File: config.mk
export PLATFORM = sky130hd
export DESIGN_NAME = clk_fanout_ctrl
export DESIGN_NICKNAME = d
export VERILOG_FILES = /design/src/clk_fanout_pkg.sv /design/src/clk_fanout_ctrl.sv /design/src/clk_out_leg.sv
export SDC_FILE = /design/constraint.sdc
export NUM_CORES = 1
export LEC_CHECK = 0
export ABC_AREA = 1
export BUFFER_PORTS_ARGS = -buffer_cell sky130_fd_sc_hd__buf_2
export CAP_MARGIN = 20
export CORE_MARGIN = 1.5
export CORE_UTILIZATION = 30
export CTS_BUF_LIST = sky130_fd_sc_hd__clkbuf_2 sky130_fd_sc_hd__clkbuf_4 sky130_fd_sc_hd__clkbuf_8
export DETAILED_ROUTE_END_ITERATION = 10
export HOLD_SLACK_MARGIN = 0.12
export PLACE_DENSITY = 0.65
export SLEW_MARGIN = 20
export SYNTH_ARGS = -nofsm -noshare
export SYNTH_HDL_FRONTEND = slang
export SYNTH_SLANG_ARGS = --single-unit
File: constraint.sdc
create_clock -name sys_clk -period 1.3 [get_ports sys_clk]
set_input_delay 0 -clock sys_clk [delete_from_list [all_inputs] [get_ports sys_clk]]
set_output_delay 0 -clock sys_clk [all_outputs]
set_load 0.01 [all_outputs]
File: src/clk_fanout_pkg.sv
// package: register map, field layout, reset values and carriers of the fan-out control bank
package clk_fanout_pkg;
  // register offsets
  localparam logic [7:0] idle_high_off = 8'h07;
  localparam logic [7:0] enable_low_off = 8'h08;
  localparam logic [7:0] enable_high_off = 8'h09;
  localparam logic [7:0] client_addr_off = 8'h0a;
  localparam logic [7:0] identity_off = 8'h0b;
  localparam logic [7:0] second_input_off = 8'h0d;
  // field positions
  localparam int idle_out8_lsb = 0;
  localparam int idle_out9_lsb = 2;
  localparam int enable_high_bits = 4;
  localparam int bias_lsb = 2;
  localparam int sleep_bit = 1;
  localparam int coupling_bit = 0;
  localparam int rev_lsb = 3;
  // reset values
  localparam logic [7:0] enable_rst = 8'h00;
  localparam logic [1:0] idle_rst = 2'h0;
  localparam logic [1:0] sleep_coupling_rst = 2'h0;
  // fixed upper part of the client address
  localparam logic [2:0] addr_prefix = 3'h3;
  // idle-state encodings
  localparam logic [1:0] idle_both_low = 2'h0;
  localparam logic [1:0] idle_drive_low = 2'h1;
  // one-time-programmable defaults
  typedef struct packed {
    logic [1:0] addr_bits;
    logic [3:0] revision;
    logic [2:0] part_code;
    logic [3:0] bias;
  } otp_defaults_type;
  // drive state of one differential leg pair
  typedef struct packed {
    logic true_out;
    logic comp_out;
    logic true_oe;
    logic comp_oe;
    logic active;
  } leg_ctrl_type;
  // management bus register access
  typedef struct packed {
    logic wr_en;
    logic rd_en;
    logic [7:0] addr;
    logic [7:0] wdata;
  } reg_req_type;
endpackage

File: src/clk_fanout_ctrl.sv
// file: control register bank of the differential clock fan-out buffer
`timescale 1ns/100ps
`default_nettype none
module clk_fanout_ctrl #(
  parameter int num_outputs = 12
) (
  // clock and reset
  input wire logic sys_clk,
  input wire logic rst,
  // one-time-programmable defaults
  input wire clk_fanout_pkg::otp_defaults_type otp,
  // address strap pins
  input wire logic strap_addr_low,
  input wire logic strap_addr_high,
  // register access from the management bus engine
  input wire clk_fanout_pkg::reg_req_type req,
  output logic [7:0] rdata,
  // client address for the bus engine
  output logic [6:0] client_addr,
  // output drivers
  output clk_fanout_pkg::leg_ctrl_type [11:0] legs,
  // second differential input control
  output logic [3:0] second_input_bias,
  output logic second_input_sleep,
  output logic second_input_coupling
);
  ////////////////////////////////////////////////////////////////////////////
  // strap synchronisers
  logic [1:0] strap_meta_ff;
  logic [1:0] strap_sync_ff;
  logic [1:0] nxt_strap_meta;
  logic [1:0] nxt_strap_sync;

  // two-stage capture of the strap pins
  always_comb begin
    nxt_strap_meta = {strap_addr_high, strap_addr_low};
    nxt_strap_sync = strap_meta_ff;
  end

  always_ff @(posedge sys_clk) begin
    strap_meta_ff <= nxt_strap_meta;
    strap_sync_ff <= nxt_strap_sync;
  end

  ////////////////////////////////////////////////////////////////////////////
  // register storage
  logic [7:0] enable_low_ff;
  logic [3:0] enable_high_ff;
  logic [1:0] idle8_ff;
  logic [1:0] idle9_ff;
  logic [1:0] addr_bits_ff;
  logic [3:0] bias_ff;
  logic sleep_ff;
  logic coupling_ff;
  logic load_otp_ff;
  logic [7:0] nxt_enable_low;
  logic [3:0] nxt_enable_high;
  logic [1:0] nxt_idle8;
  logic [1:0] nxt_idle9;
  logic [1:0] nxt_addr_bits;
  logic [3:0] nxt_bias;
  logic nxt_sleep;
  logic nxt_coupling;

  function automatic logic hit(input clk_fanout_pkg::reg_req_type r, input logic [7:0] off);
    hit = r.wr_en && (r.addr == off);
  endfunction

  // register writes; otp defaults load in the first cycle after reset release
  always_comb begin
    nxt_enable_low = enable_low_ff;
    nxt_enable_high = enable_high_ff;
    nxt_idle8 = idle8_ff;
    nxt_idle9 = idle9_ff;
    nxt_addr_bits = addr_bits_ff;
    nxt_bias = bias_ff;
    nxt_sleep = sleep_ff;
    nxt_coupling = coupling_ff;
    if (load_otp_ff) begin
      nxt_addr_bits = otp.addr_bits;
      nxt_bias = otp.bias;
    end
    if (hit(req, clk_fanout_pkg::enable_low_off)) begin
      nxt_enable_low = req.wdata;
    end
    if (hit(req, clk_fanout_pkg::enable_high_off)) begin
      nxt_enable_high = req.wdata[clk_fanout_pkg::enable_high_bits-1:0];
    end
    if (hit(req, clk_fanout_pkg::idle_high_off)) begin
      nxt_idle8 = req.wdata[clk_fanout_pkg::idle_out8_lsb +: 2];
      nxt_idle9 = req.wdata[clk_fanout_pkg::idle_out9_lsb +: 2];
    end
    if (hit(req, clk_fanout_pkg::client_addr_off)) begin
      nxt_addr_bits = req.wdata[1:0];
    end
    if (hit(req, clk_fanout_pkg::second_input_off)) begin
      nxt_bias = req.wdata[clk_fanout_pkg::bias_lsb +: 4];
      nxt_sleep = req.wdata[clk_fanout_pkg::sleep_bit];
      nxt_coupling = req.wdata[clk_fanout_pkg::coupling_bit];
    end
  end

  always_ff @(posedge sys_clk) begin
    if (rst) begin
      enable_low_ff <= clk_fanout_pkg::enable_rst;
      enable_high_ff <= clk_fanout_pkg::enable_rst[3:0];
      idle8_ff <= clk_fanout_pkg::idle_rst;
      idle9_ff <= clk_fanout_pkg::idle_rst;
      addr_bits_ff <= 2'h0;
      bias_ff <= 4'h0;
      {sleep_ff, coupling_ff} <= clk_fanout_pkg::sleep_coupling_rst;
      load_otp_ff <= 1'b1;
    end else begin
      enable_low_ff <= nxt_enable_low;
      enable_high_ff <= nxt_enable_high;
      idle8_ff <= nxt_idle8;
      idle9_ff <= nxt_idle9;
      addr_bits_ff <= nxt_addr_bits;
      bias_ff <= nxt_bias;
      sleep_ff <= nxt_sleep;
      coupling_ff <= nxt_coupling;
      load_otp_ff <= 1'b0;
    end
  end

  ////////////////////////////////////////////////////////////////////////////
  // read mux; unused bits read zero
  always_comb begin
    rdata = 8'h00;
    case (req.addr)
      clk_fanout_pkg::idle_high_off: rdata = {4'h0, idle9_ff, idle8_ff};
      clk_fanout_pkg::enable_low_off: rdata = enable_low_ff;
      clk_fanout_pkg::enable_high_off: rdata = {4'h0, enable_high_ff};
      clk_fanout_pkg::client_addr_off: rdata = {6'h00, addr_bits_ff};
      clk_fanout_pkg::identity_off: rdata = {1'b0, otp.revision, otp.part_code};
      clk_fanout_pkg::second_input_off: rdata = {2'h0, bias_ff, sleep_ff, coupling_ff};
      default: rdata = 8'h00;
    endcase
  end

  ////////////////////////////////////////////////////////////////////////////
  // client address and second input outputs
  assign client_addr = {clk_fanout_pkg::addr_prefix, addr_bits_ff, strap_sync_ff[1], strap_sync_ff[0]};
  assign second_input_bias = bias_ff;
  assign second_input_sleep = sleep_ff;
  assign second_input_coupling = coupling_ff;

  ////////////////////////////////////////////////////////////////////////////
  // per-output drive; idle fields outside this bank treated as both low
  logic [11:0] enables;
  assign enables = {enable_high_ff, enable_low_ff};

  genvar gi;
  generate
    for (gi = 0; gi < 12; gi++) begin : g_out
      logic [1:0] sel;
      assign sel = (gi == 8) ? idle8_ff : (gi == 9) ? idle9_ff : clk_fanout_pkg::idle_both_low;
      if (gi < num_outputs) begin : g_on
        clk_out_leg u_leg (
          .enable(enables[gi]),
          .idle_sel(sel),
          .leg(legs[gi])
        );
      end else begin : g_off
        assign legs[gi] = '0;
      end
    end
  endgenerate
endmodule
`default_nettype wire

File: src/clk_out_leg.sv
// file: leg control for one differential clock output
`timescale 1ns/100ps
`default_nettype none
module clk_out_leg (
  // control
  input wire logic enable,
  input wire logic [1:0] idle_sel,
  // drive
  output clk_fanout_pkg::leg_ctrl_type leg
);
  // active low-power drive when enabled, else idle pattern
  always_comb begin
    leg = '0;
    if (enable) begin
      leg.active = 1'b1;
      leg.true_oe = 1'b1;
      leg.comp_oe = 1'b1;
    end else begin
      case (idle_sel)
        clk_fanout_pkg::idle_both_low: begin
          leg.true_oe = 1'b1;
          leg.comp_oe = 1'b1;
        end
        clk_fanout_pkg::idle_drive_low: begin
          leg.true_oe = 1'b1;
          leg.comp_oe = 1'b1;
          leg.comp_out = 1'b1;
        end
        default: begin
          leg = '0;
        end
      endcase
    end
  end
endmodule
`default_nettype wire

==> flow_metrics.py, run 1 <==
metrics = {
    "drt": {
        "finalWirelength_um": 4950,
        "drcViolationCount": 0,
        "antenna_left": 0,
        "drtIter0Drc": 92,
        "vias_per_cell": 4.27,
        "dr.pass1.iters": 4,
        "drt-wirelength-per-cell_um": 11.0,
        "vias": 1924,
    },
    "synth": {
        "netlist_top_cells_count": "64 x nand2_1, 59 x buf_4, 36 x nor2_1",
        "avgSynthCellArea_um2": 6.56,
        "synth_area_um2": 1970,
        "ys_ff_latch": 29,
        "synth.largest_area_cell": "dfxtp_1",
        "synthArstFlopShare_pct": 0,
        "ys_types": 20,
        "netlist.area_leader.share_pct": 29.5,
        "synth_ff_type": "dfxtp_1",
        "ys_seq_area_share_pct": 29.5,
        "synth_area_leaders": "dfxtp_1 29%, buf_4 23%, nand2_1 12%",
        "yosys_warnings": 0,
        "synth_most_common_cell": "nand2_1",
        "synth-edff-count": 0,
        "synthCells": 300,
    },
    "floorplan": {
        "die_y_um": 84.0,
        "io_pins": 116,
        "rows": 29,
        "die_x_um": 84.0,
        "dieArea_um2": 7060,
        "coreArea_um2": 6350,
        "initial_core_util_pct": 31.0,
    },
    "timing": {
        "rsz0062_at_grt": "no",
        "fin_tns_setup_ns": 0,
        "fin_crit_ns": 1.13,
        "setup_viol": 0,
        "hold_viol_final": 0,
        "setup_ws_ns": 0.168,
        "min_period_over_period_pct": 87.1,
        "max_freq_mhz": 883,
        "slew_violations": 0,
        "finClkSkew_ns": 0.00488,
    },
    "cells_and_area": {
        "fillers": 659,
        "n_antenna_cell": 0,
        "multi_input_area_um2": 946,
        "register_area_um2": 581,
        "instances_no_fill": 451,
        "nets": 408,
        "drive_gt1_share_pct": 24.1,
        "design_area_um2": 2390,
        "synthToLayoutAreaGrowth_pct": 21.7,
    },
    "worst_setup_path": {
        "critical_path_class": "input pin to flip-flop",
        "cp-startpoint": "rst",
        "cp-end-kind": "flip-flop",
        "reg2reg_slack_ns": 0.38,
        "cp-start-kind": "input pin",
        "worstRegToRegCells": 3,
        "arrival_ns": 1.34,
        "regToRegStartpoint": "load_otp_ff",
        "critPathCapture": "second_input_coupling",
        "worstPathRequired_ns": 1.50,
        "path_max_fanout": 13,
        "rr_endpoint": "second_input_bias[0]",
    },
    "global_routing": {
        "antenna_found_initial": 0,
        "grt_pass1_vias": 1664,
        "grt_usage_pct": 13.8,
        "grt_max_degree": 17,
        "gr-total-overflow": 0,
        "grt_first_pass_wirelength_um": 7800,
    },
    "clock_network": {
        "cts.htree.levels": 2,
        "cts_made_buffers": 5,
        "cts_tree": "built",
        "cts_sinks": 29,
        "clockBufferDepth": 2,
        "clk_pin_slew_ns": 0.07,
        "clk_latency_ns": 0.28,
        "root_buffer": "clkbuf_8",
    },
    "min_path": {
        "hold_path_class": "input pin to flip-flop",
    },
    "placement": {
        "gp_congestion": 0.845,
        "portBuffers": 69,
        "placed_area_um2": 2110,
        "place_hpwl_um": 3740,
        "pre_cts_ws_ns": 0.0273,
        "dp_cells": 425,
    },
    "pwr": {
        "p_per_area_nw_per_um2": 849,
        "p_leak_nw": 1.29,
        "irDropWorstVdd_mv": 0.459,
    },
    "status": {
        "status": "finished clean",
    },
    "flow_run": {
        "maxCapViolCount": 0,
    },
}
-- report_power, final --
part	internal [mW]	switching [mW]
Combinational	0.105	0.179
Sequential	0.908	0.0133
Clock	0.478	0.351
-- critical path, cell delays in order --
cell and delay (ns):
dlygate4sd3_1 0.53, buf_2 0.21, inv_1 0.32, o21ai_0 0.14, a21oi_1 0.12
-- worst min-delay path by stage --
stage / startpoint / cells past startpoint / slack, ns / end
2_1_floorplan: rst / 0 / 0.03 / load_otp_ff
3_3_place_gp: strap_addr_high / 1 / 0.10 / nxt_strap_sync[1]
3_5_place_dp: strap_addr_high / 1 / 0.11 / nxt_strap_sync[1]
4_1_cts: req[17] / 3 / 0.14 / enable_high_ff[0]
5_1_grt: req[17] / 3 / 0.16 / enable_high_ff[0]
6_report: req[17] / 3 / 0.15 / enable_high_ff[0]
-- final cells by class --
| class | instances | area share [%] |
|---|---|---|
| multi-input cells | 215 | 39.5 |
| flip-flops and latches | 29 | 24.2 |
| repair buffers | 90 | 22.9 |
| inverters | 32 | 5.12 |
| clock buffers | 7 | 4.02 |
| well taps | 77 | 4.02 |
| clock inverters | 1 | 0.209 |
-- metal layers --
metal  part of all wire [%]  global-route usage, %  vias up
li1                       -                      -      981
met1                     45                   17.2      849
met2                     46                   22.6       84
met3                    6.6                   3.66       10
met4                    2.3                   5.37        0
met5                      0                      0        -
-- timing repair --
action,in CTS,in global routing
resized for setup,0,4
setup buffers,0,0
hold buffers,18,0
endpoints found under the setup margin,0,4
hold endpoints to repair,27,0
-- sequential cells by signal, summed over array words and instances, names as in the netlist, 2 cells and up --
register / cells
addr_bits_ff: 2
second_input_bias: 4
enable_low_ff: 8
nxt_strap_sync: 2
strap_sync_ff: 2
enable_high_ff: 4
g_out.sel: 4
-- per-stage QoR --
| stage | utilization, % | power (mW) | hold WS (ns) |
|---|---|---|---|
| finish | 37.7 | 2.03 | 0.148 |
| global placement | 33.2 | 1.18 | 0.104 |
| floorplan | - | 1.18 | 0.0277 |
| global route | 37.7 | 2.12 | 0.160 |
| detailed placement | 33.2 | 1.18 | 0.106 |
| CTS | 37.6 | 2.05 | 0.142 |
-- cells in the final DEF, fill, tap and decap left out, types with 10 or more instances in the layout --
master / synthesis / final
nand2_1: 64 / 63
buf_2: 4 / 69
nor3_1: 10 / 10
inv_1: 29 / 27
dlygate4sd3_1: 0 / 18
dfxtp_1: 29 / 29
nand3_1: 25 / 25
a21oi_1: 13 / 13
nor2_1: 36 / 36
conb_1: 2 / 45
-- logic make-up (layout without fill, tap and decap cells) --
kind of cell | count (synthesis) | in the layout | share of synthesized area (%)
compound gates | 26 | 26 | 6.80
other cells | 2 | 45 | 0.382
flops | 29 | 29 | 29.5
buf+inv | 99 | 130 | 30.8
simple gates | 144 | 144 | 32.5
(Power assumes the default switching activity.)
==> run 2: changes to the inputs <==
--- a/config.mk
+++ b/config.mk
@@ -8,12 +8,14 @@
 export ABC_AREA = 1
 export BUFFER_PORTS_ARGS = -buffer_cell sky130_fd_sc_hd__buf_2
 export CAP_MARGIN = 20
+export CELL_PAD_IN_SITES_DETAIL_PLACEMENT = 0
+export CELL_PAD_IN_SITES_GLOBAL_PLACEMENT = 2
 export CORE_MARGIN = 1.5
-export CORE_UTILIZATION = 30
+export CORE_UTILIZATION = 22
 export CTS_BUF_LIST = sky130_fd_sc_hd__clkbuf_2 sky130_fd_sc_hd__clkbuf_4 sky130_fd_sc_hd__clkbuf_8
 export DETAILED_ROUTE_END_ITERATION = 10
 export HOLD_SLACK_MARGIN = 0.12
-export PLACE_DENSITY = 0.65
+export PLACE_DENSITY = 0.89
 export SLEW_MARGIN = 20
 export SYNTH_ARGS = -nofsm -noshare
 export SYNTH_HDL_FRONTEND = slang
==> run 2 against run 1 <==
Compared with the run above:
- critical path depth is 5 higher
- clock power is 4.0% lower
- global-route usage is 2.3 points lower
- critical endpoint is now rdata[2]
- largest power group unchanged
==> flow_metrics.py, run 2 (synthesis results as in run 1) <==
metrics = {
    "status": {
        "status": "finished clean",
    },
    "floorplan": {
        "dieArea_um2": 9520,
        "rows": 34,
        "coreArea_um2": 8680,
        "die_y_um": 97.6,
        "io_pins": 116,
        "die_x_um": 97.6,
        "initial_core_util_pct": 22.7,
    },
    "timing": {
        "max_freq_mhz": 877,
        "setup_viol": 0,
        "finClkSkew_ns": 0.00554,
        "rsz0062_at_grt": "no",
        "hold_viol_final": 0,
        "fin_crit_ns": 1.14,
        "fin_tns_setup_ns": 0,
        "slew_violations": 0,
        "min_period_over_period_pct": 87.7,
    },
    "placement": {
        "gp_congestion": 0.795,
        "place_hpwl_um": 4300,
        "portBuffers": 69,
        "dp_cells": 460,
    },
    "clock_network": {
        "clk_latency_ns": 0.28,
        "root_buffer": "clkbuf_8",
        "clk_pin_slew_ns": 0.07,
        "cts.htree.levels": 2,
        "clockBufferDepth": 2,
        "cts_tree": "built",
        "cts_sinks": 29,
        "cts_made_buffers": 5,
    },
    "pwr": {
        "p_leak_nw": 1.32,
        "irDropWorstVdd_mv": 0.333,
        "p_seq_share_pct": 45.8,
        "p_comb_share_pct": 14.7,
        "p_sw_mw": 0.549,
        "p_per_area_nw_per_um2": 813,
        "clockPowerShare_pct": 39.6,
        "p_sw_share_pct": 27.3,
        "internal_power_mw": 1.46,
    },
    "drt": {
        "vias_per_cell": 3.88,
        "dr.pass1.iters": 4,
        "drt-wirelength-per-cell_um": 11.2,
        "antenna_left": 0,
        "vias": 1899,
        "drcViolationCount": 0,
        "drtIter0Drc": 45,
        "finalWirelength_um": 5470,
    },
    "worst_setup_path": {
        "reg2reg_slack_ns": 0.39,
        "path_cells": "buf_2 > inv_1 > nand2_1 > nor2_1 > buf_4 > nand3_1 > nand2_1 > nor2_1 > nand2_1 > buf_2",
        "cp-end-kind": "output pin",
        "arrival_ns": 1.14,
        "crit_top_cell": "nand2_1",
        "max_stage_delay_ns": 0.25,
        "worstPathRequired_ns": 1.30,
        "cp-start-kind": "input pin",
        "slowest_stage": "nor2_1",
        "crit_family": "simple AND/OR/NAND/NOR gates",
        "critical_path_class": "input pin to output pin",
        "path_max_fanout": 4,
        "crit_buf_inv": 4,
    },
    "global_routing": {
        "grt_pass1_vias": 1816,
        "antenna_found_initial": 0,
        "grt_max_degree": 17,
        "gr-total-overflow": 0,
        "grt_usage_pct": 11.5,
        "grt_first_pass_wirelength_um": 8710,
    },
    "cells_and_area": {
        "drive_gt1_share_pct": 24.9,
        "synthToLayoutAreaGrowth_pct": 25.7,
        "final_cell_mix": "69 x buf_2, 64 x nand2_1, 45 x conb_1",
        "largest_reg_flops": 8,
        "instances_no_fill": 489,
        "layout.cells.most_common": "buf_2",
        "n_antenna_cell": 0,
        "regMostFlops": "enable_low_ff",
        "fillers": 1002,
        "nets": 415,
    },
    "flow_run": {
        "maxCapViolCount": 0,
    },
    "min_path": {
        "hold_path_class": "input pin to flip-flop",
    },
}
==> run 2: layer usage <==
metal  global-route usage, %  vias to the layer above  wire (µm)
met5                       0                        -          0
met3                    2.52                        8        350
met4                    3.63                        0         71
met2                    19.4                       70       2550
met1                    14.5                      829       2490
li1                        -                      992          -
==> run 2: power groups by stage <==
stage / Sequential [mW] / Combinational, mW / Clock [mW]
floorplan: 0.946 / 0.238 / 0
global placement: 0.941 / 0.244 / 0
detailed placement: 0.942 / 0.246 / 0
CTS: 0.922 / 0.288 / 0.814
global route: 0.922 / 0.327 / 0.859
finish: 0.921 / 0.295 / 0.796
==> run 2: repair_timing <==
item	in CTS	in global routing
hold endpoints to repair	26	0
resized for setup	0	1
buffers inserted	0	3
setup endpoints to repair	0	8
hold buffers	18	0
==> run 2: tightest hold or removal path, delay by kind of cell <==
kind	cells	cell delay, ns
buffers and inverters	1	0.20
and+or+nand+nor	1	0.12
AOI/OAI and AO/OA	1	0.06
==> run 2: stage by stage <==
stage / power [mW] / hold slack, ns / cell area [µm²] / setup WS, ns / util (%)
final: 2.01 / 0.141 / 2470 / 0.159 / 28.5
after global routing: 2.11 / 0.154 / 2470 / 0.00992 / 28.5
after CTS: 2.02 / 0.125 / 2450 / 0.0679 / 28.2
after detailed placement: 1.19 / 0.105 / 2180 / 0.0488 / 25.1
after global placement: 1.19 / 0.105 / 2180 / 0.100 / 25.1
after floorplan: 1.18 / 0.0277 / 2130 / 0.384 / -
==> run 2: path summary, 6_finish.rpt <==
check | start | to | cells after the start
max | req[9] | rdata[2] | 10
min | req[17] | enable_high_ff[0] | 3
max reg2reg | load_otp_ff | second_input_bias[2] | 3
min reg2reg | nxt_strap_sync[1] | strap_sync_ff[1] | 0
==> run 2: layout make-up <==
class | count | area, µm² | share of cell area [%]
clock buffer | 8 | 91.3 | 3.69
inverter | 32 | 124 | 5.01
multi-input combinational | 215 | 943 | 38.1
sequential | 29 | 581 | 23.5
tap | 108 | 135 | 5.46
timing repair buffer | 97 | 601 | 24.3
